File: config.mk
export PLATFORM = sky130hd
export DESIGN_NAME = pfz_core
export DESIGN_NICKNAME = d
export VERILOG_FILES = /design/src/rtl/pfz_pkg.sv /design/src/rtl/pfz_core.sv /design/src/rtl/pfz_sync.sv
export SDC_FILE = /design/constraint.sdc
export NUM_CORES = 1
export LEC_CHECK = 0
export ABC_AREA = 1
export BUFFER_PORTS_ARGS = -buffer_cell sky130_fd_sc_hd__buf_2
export CAP_MARGIN = 25
export CORE_UTILIZATION = 50
export CTS_BUF_LIST = sky130_fd_sc_hd__clkbuf_8
export CTS_CLUSTER_DIAMETER = 80
export DETAILED_ROUTE_END_ITERATION = 16
export GPL_TIMING_DRIVEN = 0
export PLACE_DENSITY = 0.79
export SETUP_SLACK_MARGIN = 0.3
export SLEW_MARGIN = 5
export SYNTH_ARGS = -nofsm -noshare
export SYNTH_HDL_FRONTEND = slang
export SYNTH_SLANG_ARGS = --single-unit
File: constraint.sdc
create_clock -name ref_clk -period 2.3 [get_ports ref_clk]
set_clock_uncertainty 0.1 [all_clocks]
set_input_delay 0 -clock ref_clk [delete_from_list [all_inputs] [get_ports ref_clk]]
set_output_delay 0 -clock ref_clk [all_outputs]
set_load 0.1 [all_outputs]
File: src/rtl/pfz_pkg.sv
// package for the power-up reset and freeze hold block
// assumes a single 10 MHz clock domain
package pfz_pkg;
    localparam int CLK_PERIOD_NS = 100;
    // reset settle interval, maximum figure
    localparam int RESET_SETTLE_NS = 1000;
    localparam int RESET_SETTLE_CYC = (RESET_SETTLE_NS + CLK_PERIOD_NS - 1) / CLK_PERIOD_NS;
    // release to valid clock and output enable, slow grade, a longest time
    localparam int RELEASE_VALID_NS = 30;
    localparam int RELEASE_VALID_CYC = (RELEASE_VALID_NS / CLK_PERIOD_NS) < 1 ? 1 : RELEASE_VALID_NS / CLK_PERIOD_NS;
    localparam int CNT_W = 8;
    localparam logic [CNT_W-1:0] SETTLE_LAST = CNT_W'(RESET_SETTLE_CYC - 1);
    localparam logic SYNC_RESET_VAL = 1'b0;
    typedef enum logic [1:0] {
        PFZ_SETTLE = 2'b00,
        PFZ_RUN = 2'b01,
        PFZ_FREEZE = 2'b11
    } pfz_state_t;
endpackage : pfz_pkg

File: src/rtl/pfz_core.sv
// power-up reset and pin-controlled freeze for the registered outputs
// assumes arst_n models supply-ramp detection; no other reset exists
// assumes core logic arrives as next-state values at logic_d
`timescale 1ns/10ps
module pfz_core
    import pfz_pkg::*;
#(
    parameter int WIDTH = 8
) (
    // clock and reset
    input wire logic ref_clk,
    input wire logic arst_n,
    // configuration
    input wire logic freeze_option_en,
    // pins from the board
    input wire logic freeze_request_pin,
    input wire logic oe_pin,
    input wire logic [WIDTH-1:0] logic_d,
    // outputs
    output logic [WIDTH-1:0] reg_out,
    output logic [WIDTH-1:0] reg_out_oe,
    output logic shared_pin_data,
    output logic frozen,
    output logic settled
);
    logic req_lvl, oe_lvl;
    logic [WIDTH-1:0] d_lvl;
    pfz_state_t state_reg, state_next;
    logic [CNT_W-1:0] cnt_reg, cnt_next;
    logic [WIDTH-1:0] q_reg, q_next;
    logic [WIDTH-1:0] oe_reg, oe_next;
    logic shared_reg, shared_next;
    logic frozen_reg, frozen_next;
    logic settled_reg, settled_next;
    logic freeze_req;

    // ------------------------------------------------------------
    // pin synchronisers
    // ------------------------------------------------------------
    pfz_sync u_sync_req (.ref_clk(ref_clk), .arst_n(arst_n), .pin_in(freeze_request_pin), .level_out(req_lvl));
    pfz_sync u_sync_oe (.ref_clk(ref_clk), .arst_n(arst_n), .pin_in(oe_pin), .level_out(oe_lvl));
    genvar gi;
    generate
        for (gi = 0; gi < WIDTH; gi++) begin : g_dsync
            pfz_sync u_sync_d (.ref_clk(ref_clk), .arst_n(arst_n), .pin_in(logic_d[gi]), .level_out(d_lvl[gi]));
        end
    endgenerate

    // option off means the pin is just another input and never freezes
    assign freeze_req = freeze_option_en & req_lvl;

    // ------------------------------------------------------------
    // sequencer
    // ------------------------------------------------------------
    always_comb begin
        state_next = state_reg;
        cnt_next = cnt_reg;
        q_next = q_reg;
        oe_next = oe_reg;
        shared_next = shared_reg;
        settled_next = settled_reg;
        frozen_next = frozen_reg;
        unique case (state_reg)
            PFZ_SETTLE: begin
                // clock ignored until the settle interval ends
                cnt_next = cnt_reg + CNT_W'(1);
                if (cnt_reg == SETTLE_LAST) begin
                    state_next = PFZ_RUN;
                    settled_next = 1'b1;
                    cnt_next = '0;
                end
            end
            PFZ_RUN: begin
                if (freeze_req) begin
                    // level freeze: everything held from this edge onward
                    state_next = PFZ_FREEZE;
                    frozen_next = 1'b1;
                end else begin
                    q_next = d_lvl;
                    oe_next = {WIDTH{oe_lvl}};
                    shared_next = freeze_option_en ? 1'b0 : req_lvl;
                end
            end
            PFZ_FREEZE: begin
                // data, enables and the plain-input copy stay put
                if (!freeze_req) begin
                    state_next = PFZ_RUN;
                    frozen_next = 1'b0;
                end
            end
            default: begin
                state_next = PFZ_SETTLE;
            end
        endcase
    end

    always_ff @(posedge ref_clk or negedge arst_n) begin
        if (!arst_n) begin
            state_reg <= PFZ_SETTLE;
            cnt_reg <= '0;
            q_reg <= '0;
            oe_reg <= '0;
            shared_reg <= 1'b0;
            frozen_reg <= 1'b0;
            settled_reg <= 1'b0;
        end else begin
            state_reg <= state_next;
            cnt_reg <= cnt_next;
            q_reg <= q_next;
            oe_reg <= oe_next;
            shared_reg <= shared_next;
            frozen_reg <= frozen_next;
            settled_reg <= settled_next;
        end
    end

    // ------------------------------------------------------------
    // outputs
    // ------------------------------------------------------------
    // reg_out drives the inverted data state, cleared q_reg reads high; reg_out_oe is not inverted
    logic [WIDTH-1:0] out_reg;
    always_ff @(posedge ref_clk or negedge arst_n) begin
        if (!arst_n) begin
            out_reg <= '1;
        end else begin
            out_reg <= ~q_next;
        end
    end
    assign reg_out = out_reg;
    assign reg_out_oe = oe_reg;
    assign shared_pin_data = shared_reg;
    assign frozen = frozen_reg;
    assign settled = settled_reg;

    // ------------------------------------------------------------
    // checks
    // ------------------------------------------------------------
    property p_settle_time;
        @(posedge ref_clk) disable iff (!arst_n)
        $rose(settled) |-> $past(cnt_reg) == SETTLE_LAST;
    endproperty
    a_settle_time: assert property (p_settle_time) else $error("settle too early");

    property p_reset_clear;
        @(posedge ref_clk) disable iff (!arst_n)
        !$past(arst_n) |-> q_reg == '0 && reg_out_oe == '0 && !frozen && !settled;
    endproperty
    a_reset_clear: assert property (p_reset_clear) else $error("register not cleared at power-up");

    property p_settle_hold;
        @(posedge ref_clk) disable iff (!arst_n)
        !settled |=> $stable(q_reg);
    endproperty
    a_settle_hold: assert property (p_settle_hold) else $error("capture during settle");

    property p_high_after_reset;
        @(posedge ref_clk) disable iff (!arst_n)
        !settled |-> reg_out == '1;
    endproperty
    a_high_after_reset: assert property (p_high_after_reset) else $error("output not high at reset");

    property p_hold_data;
        @(posedge ref_clk) disable iff (!arst_n)
        frozen && $past(frozen) |-> $stable(reg_out);
    endproperty
    a_hold_data: assert property (p_hold_data) else $error("data moved in freeze");

    property p_hold_oe;
        @(posedge ref_clk) disable iff (!arst_n)
        frozen && $past(frozen) |-> $stable(reg_out_oe);
    endproperty
    a_hold_oe: assert property (p_hold_oe) else $error("enable moved in freeze");

    property p_ignore_inputs;
        @(posedge ref_clk) disable iff (!arst_n)
        state_reg == PFZ_FREEZE |=> $stable(q_reg) && $stable(shared_pin_data);
    endproperty
    a_ignore_inputs: assert property (p_ignore_inputs) else $error("state moved in freeze");

    property p_release;
        @(posedge ref_clk) disable iff (!arst_n)
        (frozen && !freeze_req) ##1 !freeze_req |-> !frozen ##1 reg_out_oe == {WIDTH{$past(oe_lvl)}};
    endproperty
    a_release: assert property (p_release) else $error("no resume after release");

    property p_option_off;
        @(posedge ref_clk) disable iff (!arst_n)
        !freeze_option_en |=> !frozen || $past(frozen);
    endproperty
    a_option_off: assert property (p_option_off) else $error("froze with option off");

    property p_plain_input;
        @(posedge ref_clk) disable iff (!arst_n)
        !freeze_option_en && settled && !frozen |=> shared_pin_data == $past(req_lvl);
    endproperty
    a_plain_input: assert property (p_plain_input) else $error("shared pin not passed as input");

    property p_level_freeze;
        @(posedge ref_clk) disable iff (!arst_n)
        settled && freeze_req |=> frozen;
    endproperty
    a_level_freeze: assert property (p_level_freeze) else $error("freeze not entered");

    property p_capture;
        @(posedge ref_clk) disable iff (!arst_n)
        settled && !frozen && !freeze_req |=> q_reg == $past(d_lvl);
    endproperty
    a_capture: assert property (p_capture) else $error("data not captured outside freeze");
endmodule : pfz_core

File: src/rtl/pfz_sync.sv
// three-stage synchroniser with agreement filter for one pin
// assumes the pin is asynchronous to ref_clk
`timescale 1ns/10ps
module pfz_sync
    import pfz_pkg::*;
(
    // clock and reset
    input wire logic ref_clk,
    input wire logic arst_n,
    // pin and result
    input wire logic pin_in,
    output logic level_out
);
    logic s1_reg, s2_reg, s3_reg, lvl_reg;
    logic lvl_next;

    // change accepted only once the second and third stages agree
    always_comb begin
        lvl_next = lvl_reg;
        if (s2_reg == s3_reg) begin
            lvl_next = s3_reg;
        end
    end

    always_ff @(posedge ref_clk or negedge arst_n) begin
        if (!arst_n) begin
            s1_reg <= SYNC_RESET_VAL;
            s2_reg <= SYNC_RESET_VAL;
            s3_reg <= SYNC_RESET_VAL;
            lvl_reg <= SYNC_RESET_VAL;
        end else begin
            s1_reg <= pin_in;
            s2_reg <= s1_reg;
            s3_reg <= s2_reg;
            lvl_reg <= lvl_next;
        end
    end

    assign level_out = lvl_reg;
endmodule : pfz_sync

=== Yosys cells after proc, flatten, opt, wreduce, memory -nomap -nowiden ===
Cells that the tools add are included.

* Reduce and logical (&&, ||, !) cells: 6
* Muxes and demuxes: 11
* Bitwise operators: 3
* Add/sub/neg operators: 1
* Eq/ne operators: 16

{| class="wikitable"
|+ Operator list
! operator !! count
|-
| $mux 8 || 3
|-
| $eq 1x1->1 || 10
|-
| $add 8x1->8 const B || 1
|-
| $eq 8x4->1 const B || 1
|-
| $not 8->8 || 1
|-
| $mux 2 || 3
|-
| $ne 2x2->1 const B || 3
|-
| $pmux 2 s3 || 1
|-
| $reduce_and 3->1 || 2
|-
| $reduce_and 2->1 || 2
|-
| $mux 1 || 3
|-
| $eq 2x1->1 const B || 1
|-
| $eq 2x2->1 const B || 1
|-
| $logic_not 2->1 || 1
|-
| $pmux 1 s2 || 1
|-
| $reduce_bool 2->1 || 1
|-
| $and 1x1->1 || 1
|-
| $not 1->1 || 1
|}

* Register bits after elaboration: 70
* Input port bits: 13
* Word-level logic and storage cells: 85

=== Logic depth before layout (Yosys ltp) ===
Gate-level depths: netlist (run 1).

* Depth in word-level cells: 4
* Mapped depth: 7
* Depth with buffers taken out: 7

=== Modules after synthesis ===
Synthesis (run 1) repeated with hierarchy kept, for this count alone.

* Cell total of the unflattened synthesis: 229
* Area total of the unflattened synthesis: 2,517.4 sq um

{| class="wikitable"
|+ Modules (own cells, without submodules)
! module !! area an instance (sq um) !! times used !! cells an instance
|-
| pfz_core || 1,353.8 || 1 || 149
|-
| pfz_sync || 116.4 || 10 || 8
|}

=== Least setup slack after synthesis (run 1) ===
OpenSTA, ideal clock, no wires.

* Path kind: reg-to-output
* From: reg reg_out_oe[0] (netlist name)
* To: out reg_out_oe[1]
* Slack: 0.760 ns
* Data required time: 2.200 ns
* Buffers on the path: 1
* Arrival time: 1.440 ns
* Cell stages (with the launch flop): 2
* Path through: dfrtp_1 -> buf_4

{| class="wikitable"
|+ RTL lines
! element !! line !! source
|-
| to (decl) || pfz_core.sv:21 || <nowiki>output logic [WIDTH-1:0] reg_out_oe,</nowiki>
|}

==> results of run 1 <==
==> metrics by stage <==
step / cell area (um2) / hold slack (ps) / util / instances
6_report: 3010 / 207 / 0.637 / 322
5_1_grt: 3010 / 192 / 0.637 / 322
4_1_cts: 3010 / 181 / 0.637 / 322
3_5_place_dp: 2700 / 9.30 / 0.572 / 294
3_3_place_gp: 2700 / 7.47 / 0.572 / 294
2_1_floorplan: 2460 / -396 / - / 196
==> cell type report <==
type / count / area, um2 / area share
Timing Repair Buffer: 43 / 278 / 0.0924
Buffer: 8 / 63.8 / 0.0212
Tap cell: 67 / 83.8 / 0.0279
Clock inverter: 6 / 46.3 / 0.0154
Multi-Input combinational cell: 92 / 538 / 0.179
Inverter: 26 / 97.6 / 0.0325
Clock buffer: 10 / 138 / 0.0458
Sequential cell: 70 / 1760 / 0.586
==> kinds of logic (layout without fill, tap and decap cells) <==
group                    count (synthesis)  after routing  share of synthesized area
flip-flops                              70             70                      0.716
buffers and inverters                   34             93                     0.0656
XOR/XNOR                                 2              2                    0.00712
AND/OR/NAND/NOR                         64             64                      0.119
adder cells (fa/ha/maj)                 12             12                     0.0508
AO/OA/AOI/OAI                           14             14                     0.0417
==> worst max-delay path by stage <==
stage | startpoint | endpoint | slack [ps] | depth (start not counted)
final | reg_out_oe[0] | reg_out_oe[6] | 840 | 2
after global routing | reg_out_oe[0] | reg_out_oe[6] | 750 | 2
after CTS | reg_out_oe[0] | reg_out_oe[6] | 800 | 2
after detailed placement | state_reg[1] | cnt_reg[3] | 940 | 5
after global placement | arst_n | u_sync_req.s1_reg | 870 | 1
after floorplan | reg_out_oe[0] | reg_out_oe[1] | 760 | 1
==> cells in the final DEF, fill, tap and decap left out, types with 2 or more instances in the layout <==
cell,netlist,final
xor2_1,2,2
nand2_1,35,35
o21ai_0,5,5
nor2_4,2,2
o21ai_2,8,8
inv_1,17,17
nor2_1,11,11
clkbuf_8,0,10
clkinv_4,0,2
dfstp_2,8,8
clkinvlp_4,0,2
nand3b_1,3,3
maj3_1,10,10
ha_1,2,2
buf_2,0,30
buf_4,7,8
inv_2,9,9
nand4_1,3,3
nand3_1,9,9
dfrtp_1,62,62
dlygate4sd3_1,0,12
==> critical path: cells and delay by family, from the launching register on <==
kind	cells	cell delay, ps
buf+inv	2	560
flops	1	470
==> routing by layer <==
layer	global-route usage	wire (um)
met1	0.218	1680
met2	0.232	1660
met4	0.0850	59
met3	0.0625	141
met5	0	0
==> power by group <==
| part | internal (mW) | switching (mW) | total (mW) |
|---|---|---|---|
| Clock | 0.425 | 0.457 | 0.883 |
| Combinational | 0.134 | 0.554 | 0.688 |
| Sequential | 1.35 | 0.0464 | 1.40 |
==> results.cfg, run 1 <==
[final_layout]
drive_above_1_share = 0.325
n_fill_cell = 370
syn2layout_area_growth_pct = 22.2
diodes = 0
nets = 265

[synthesis]
yosysWarnings = 0
synth_top_area_frac = 0.630
yosysSeqAreaShare = 0.716
yosysTopAreaCell = dfrtp_1
synth_cell_types = 19
yosysMostFrequentCell = dfrtp_1
synthesis.area_um2 = 2460
synth_edf_count = 0
syn_nets = 211
synth_cells = 196
yosys_most_used_dff = dfrtp_1
synth.avg_cell_area_um2 = 12.6
ys_top_cells_by_count = 62 x dfrtp_1, 35 x nand2_1, 17 x inv_1
ys_ff_latch = 70
yosys-top-cells-area = dfrtp_1 63%, dfstp_2 8.5%, nand2_1 5.3%
async_reset_ff_frac = 1.00

[hold_path]
hold_path_end = g_dsync[0].u_sync_d.s1_reg
hold_start = logic_d[0]
hp-class = input port to flop
whs_path_depth = 2

[routing]
via_per_inst = 4.47
wirelength_mm = 3.54
drc = 0
ant_nets = 0
num_vias = 1438
drt_iter0_drc = 90
routedWlPerCell_um = 11.0
firstDrtPassIters = 4

[pwr]
vdd_drop_max_v = 0.000586
power_density_nw_per_um2 = 988
power_mw = 2.97
leakage_nw = 1.44

[run_status]
outcome = completed

[floorplan]
die_y_um = 72.2
rows = 25
initial_core_util = 0.521
die_w_um = 72.2
die_area_um2 = 5210
ios = 32
core_um2 = 4720

[global_routing]
antenna_found_initial = 0
grt_pass1_wl_mm = 6.18
overflow = 0
grt_max_degree = 71
grt_pass1_vias = 1342
grt_usage = 0.163

[clocking]
clock_latency_ps = 330
cts_buffer_depth = 2
cts_resized = 0
cts-root-buf = clkbuf_8
h-tree-depth = 3
numCtsBuffers = 9
cts.clk_slew.worst_paths_ps = 70
clock-sinks = 70
cts_tree = done
post_cts_buffers = 0
hold_buffers = 12

[sta]
fin_ws_ps = 838
period_needed_ps = 1460
tns_ps = 0
rsz0062_at_grt = no
tightest_slew_ps = 814
finalCritPeriodShare = 0.636
drv_slew = 0
setup_violations = 0
slew_headroom = 0.458
hold_viol_final = 0
fmax_ghz = 0.684

[setup_path]
startpoint_type = flop
worst-r2r-cell-count = 5
crit_required_ps = 2200
r2r_slack_ps = 890
path_cells = buf_4 > buf_2
endpoint_kind = output port
arrival_ps = 1360
path_class = flop to output port
crit_fanout = 9
r2r_start = state_reg[1]
reg2reg_to = cnt_reg[3]
critPathSlowestCell = dfrtp_1
cpPeakStageDelay_ps = 470

[placement]
gp_congestion = 0.808
pre_cts_slack_ps = 942
portBuffers = 31
dp_hpwl_mm = 2.21

[run]
cap_violations = 0
Power figures use the tool's default switching activity.
==> run 2, diff against run 1 <==
==> constraint.sdc (replaced) <==
create_clock -name ref_clk -period 1.5 [get_ports ref_clk]
set_clock_uncertainty 0.1 [all_clocks]
set_input_delay 0 -clock ref_clk [delete_from_list [all_inputs] [get_ports ref_clk]]
set_output_delay 0 -clock ref_clk [all_outputs]
set_load 0.1 [all_outputs]
==> run 2 against run 1 <==
Against the previous run:
- clock power up 100%
- non-clock buffer count increased by 13
- flip-flop and latch count unchanged
- via count grew 7.8%
- highest routed layer unchanged
==> results.cfg, run 2 (synthesis gave the netlist of run 1 again) <==
[clocking]
h-tree-depth = 3
cts-root-buf = clkbuf_8
cts.clk_slew.worst_paths_ps = 70
clock-sinks = 70
cts_buffer_depth = 2
clock_latency_ps = 330
cts_tree = done
numCtsBuffers = 9

[floorplan]
rows = 25
die_y_um = 72.2
initial_core_util = 0.521
die_w_um = 72.2
die_area_um2 = 5210
ios = 32
core_um2 = 4720

[final_layout]
nets = 278
n_fill_cell = 275
seq_area_um2 = 1770
final_common_cell = dfrtp_1
drive_above_1_share = 0.459
syn2layout_area_growth_pct = 42.1
multi_input_area_um2 = 684
diodes = 0
post-route-util = 0.741
layout_common_cells = 55 x dfrtp_1, 24 x nand2_1, 17 x inv_1, 17 x buf_4, 14 x buf_6

[pwr]
vdd_drop_max_v = 0.000931
power_density_nw_per_um2 = 1510
leakage_nw = 1.63
power_mw = 5.30

[sta]
slew_headroom = 0.598
period_needed_ps = 1310
rsz0062_at_grt = yes
hold_viol_final = 0
fmax_ghz = 0.765
whs_ps = 131
finalCritPeriodShare = 0.872
drv_slew = 0
tns_ps = 0
fin_ws_ps = 192
setup_violations = 0
tightest_slew_ps = 602

[placement]
pre_cts_slack_ps = 154
dp_hpwl_mm = 2.33
portBuffers = 31
gp_congestion = 0.813

[setup_path]
cpPeakStageDelay_ps = 450
startpoint_type = flop
endpoint_kind = flop
critPathSlowestCell = dfrtp_2
crit_fanout = 7
path_class = flop to flop
r2r_start = state_reg[1]
path_cells = nor2_4 > nand2_8 > buf_12 > o21ai_4 > inv_2
crit_required_ps = 1630
crit_start = state_reg[1]
arrival_ps = 1440

[routing]
num_vias = 1550
routedWlPerCell_um = 13.2
drt_iter0_drc = 128
via_per_inst = 4.63
ant_nets = 0
wirelength_mm = 4.42
drc = 0
firstDrtPassIters = 4

[global_routing]
grt_pass1_wl_mm = 6.83
grt_pass1_vias = 1557
grt_max_degree = 71
grt_usage = 0.184
antenna_found_initial = 0
overflow = 0

[run]
cap_violations = 0

[run_status]
outcome = completed

[hold_path]
hp-class = input port to asynchronous set/reset pin
## run 2: cell types whose count changed in the layout (fill, tap and decap cells not counted), moves of 3 or more
cell,delta
nand2_4,+3
buf_8,+8
dfrtp_2,+6
nand2_2,+7
o21ai_4,+7
nor2_1,-6
buf_6,+13
nor2_2,+5
buf_4,+9
dfrtp_1,-7
buf_2,-19
nand2_1,-11
o21ai_2,-7
bufinv_16,+3
## run 2: through the flow
step | cells | instance area [um2]
final | 335 | 3500
after global placement | 294 | 2710
after global routing | 335 | 3500
after detailed placement | 294 | 2710
after CTS | 335 | 3360
after floorplan | 196 | 2470
## run 2: path summary, 6_finish.rpt
path	to	slack, ps	cells past startpoint
max in group asynchronous	reg_out_oe[0]	710	2
min in group ref_clk	g_dsync[4].u_sync_d.s1_reg	200	2
worst max-delay path	q_reg[4]	190	5
worst max register to register	q_reg[4]	190	5
worst min-delay path	g_dsync[5].u_sync_d.s1_reg	130	2
worst min register to register	g_dsync[7].u_sync_d.s2_reg	250	0
## run 2: final cells by class
| type | count | area share |
|---|---|---|
| plain buffers | 8 | 0.0193 |
| clock buffers | 9 | 0.0354 |
| clock inverters | 7 | 0.0329 |
| inverters | 26 | 0.0279 |
| multi-input cells | 92 | 0.196 |
| flip-flops and latches | 70 | 0.507 |
| well taps | 67 | 0.0240 |
| repair buffers | 56 | 0.158 |
## run 2: power breakdown
part           total [mW]  internal (mW)  switching [mW]
clock                1.77           1.10           0.674
combinational        1.33          0.410           0.922
sequential           2.19           2.08           0.110
## run 2: critical path, delay by kind of cell (launching register included)
kind	cells	cell delay, ps
flip-flops	1	450
AND/OR/NAND/NOR	2	310
buffers and inverters	2	200
AO/OA/AOI/OAI	1	140
## run 2: timing repair
item,4_1_cts,5_1_grt
endpoints found under the hold margin,79,0
endpoints found under the setup margin,45,44
hold buffers,12,0
gates cloned,1,0
gates resized for setup,55,37
pin swaps,7,9
setup buffers,12,0
## run 2: metal layers
layer	part of all wire	routed length, um	global-route usage	vias up
met4	0.033	144	0.124	0
met2	0.49	2170	0.297	45
met1	0.44	1960	0.218	741
met3	0.033	146	0.0486	16
met5	0	0	0	-
li1	-	-	-	748
==> run 3, diff against run 2 <==
--- a/config.mk
+++ b/config.mk
@@ -12,9 +12,10 @@
 export CTS_BUF_LIST = sky130_fd_sc_hd__clkbuf_8
 export CTS_CLUSTER_DIAMETER = 80
 export DETAILED_ROUTE_END_ITERATION = 16
+export GPL_ROUTABILITY_DRIVEN = 1
 export GPL_TIMING_DRIVEN = 0
 export PLACE_DENSITY = 0.79
-export SETUP_SLACK_MARGIN = 0.3
+export SETUP_SLACK_MARGIN = 0.2
 export SLEW_MARGIN = 5
 export SYNTH_ARGS = -nofsm -noshare
 export SYNTH_HDL_FRONTEND = slang
==> run 3 against run 2 <==
Against the previous run:
- clock-buffer cell count rose by 1
- sequential power is essentially flat
- clock power shrank 16%
- utilization shrank 5.9 points
- power down 8.9%
- die area did not move
- combinational power is 11% lower
- setup slack gained 22 ps
- highest routed layer unchanged
- fmax increased by 1.7%
- first-iteration DRC count shrank 26%
- largest power group unchanged
- flip-flop and latch count did not move
- cell count decreased by 1.2%
==> results.cfg, run 3 (synthesis gave the netlist of run 1 again) <==
[sta]
slew_headroom = 0.439
finalCritPeriodShare = 0.857
hold_viol_final = 0
setup_violations = 0
tightest_slew_ps = 841
period_needed_ps = 1290
drv_slew = 0
tns_ps = 0
fmax_ghz = 0.778
fin_ws_ps = 214
rsz0062_at_grt = yes

[setup_path]
path_class = flop to flop
arrival_ps = 1400
cp.depth = 7
startpoint_type = flop
path_delay_family = flip-flops
worst-r2r-cell-count = 7
endpoint_kind = flop
cpPeakStageDelay_ps = 410
path_cells = inv_1 > ha_2 > inv_2 > nor2_1 > nand4_1 > nor2_2 > nor2_1
crit_top_cell = nor2_1
critPathBufInv = 2
critPathSlowestCell = dfrtp_1
crit_fanout = 4
crit_required_ps = 1620

[pwr]
leakage_nw = 1.53
vdd_drop_max_v = 0.000962
power_mw = 4.83
power_density_nw_per_um2 = 1500

[floorplan]
die_area_um2 = 5210
rows = 25
ios = 32
die_y_um = 72.2
initial_core_util = 0.521
die_w_um = 72.2
core_um2 = 4720

[hold_path]
whs_path_depth = 2
hp-class = input port to flop

[routing]
wirelength_mm = 4.13
drc = 0
via_per_inst = 4.63
ant_nets = 0
num_vias = 1533
routedWlPerCell_um = 12.5
firstDrtPassIters = 4
drt_iter0_drc = 95

[placement]
gp_congestion = 0.803
pre_cts_slack_ps = 177
dp_hpwl_mm = 2.26
dp.cells = 294
portBuffers = 31

[final_layout]
final_cells = 331
final_common_cell = dfrtp_1
drive_above_1_share = 0.375
post-route-util = 0.682
layout_common_cells = 59 x dfrtp_1, 35 x nand2_1, 24 x buf_4
syn2layout_area_growth_pct = 30.9
nets = 274
n_fill_cell = 312
diodes = 0

[global_routing]
grt_pass1_vias = 1460
grt_max_degree = 71
grt_pass1_wl_mm = 6.56
grt_usage = 0.173
overflow = 0
antenna_found_initial = 0

[clocking]
clock-sinks = 70
cts_buffer_depth = 2
clock_latency_ps = 330
cts_tree = done
cts.clk_slew.worst_paths_ps = 70
h-tree-depth = 3
numCtsBuffers = 9
cts-root-buf = clkbuf_8

[run]
cap_violations = 0

[run_status]
outcome = completed
## run 3: final cells by class
type | instances | area (um2) | share of cell area
Buffer | 8 | 63.8 | 0.0198
Clock inverter | 6 | 62.6 | 0.0194
Tap cell | 67 | 83.8 | 0.0260
Clock buffer | 10 | 138 | 0.0427
Inverter | 26 | 97.6 | 0.0303
Multi-Input combinational cell | 92 | 573 | 0.178
Sequential cell | 70 | 1770 | 0.548
Timing Repair Buffer | 52 | 437 | 0.136
## run 3: repair_timing
item,4_1_cts,5_1_grt
pin swaps,2,4
endpoints found under the hold margin,75,0
buffers inserted,4,5
setup endpoints to repair,27,22
gates resized for setup,16,16
hold buffers,12,0
## run 3: report_power, final
group          internal (mW)  switching (mW)
Clock                  0.810           0.673
Combinational          0.302           0.879
Sequential              2.08          0.0870
Total                   3.19            1.64
## run 3: stage by stage
stage                     area (um2)  hold WS (ps)
after floorplan                 2460          -396
after global placement          2700          7.62
after detailed placement        2710          9.33
after CTS                       3120           183
after global routing            3220           196
final                           3220           206
## run 3: layer usage
metal | global-route usage | vias up | part of all wire
li1 | - | 732 | -
met1 | 0.227 | 755 | 0.44
met2 | 0.255 | 39 | 0.50
met3 | 0.0431 | 7 | 0.037
met4 | 0.118 | 0 | 0.020
met5 | 0 | - | 0
## run 3: path summary, 6_finish.rpt
kind                              startpoint  slack (ps)                       endpoint
max in group asynchronous             arst_n         470                  reg_out_oe[0]
max                               cnt_reg[1]         210                     cnt_reg[3]
min                               logic_d[1]         210     g_dsync[1].u_sync_d.s1_reg
min reg2reg                u_sync_req.s1_reg         250              u_sync_req.s2_reg
max reg2reg                       cnt_reg[1]         210                     cnt_reg[3]
min in group asynchronous             arst_n         230  g_dsync[5].u_sync_d.level_out
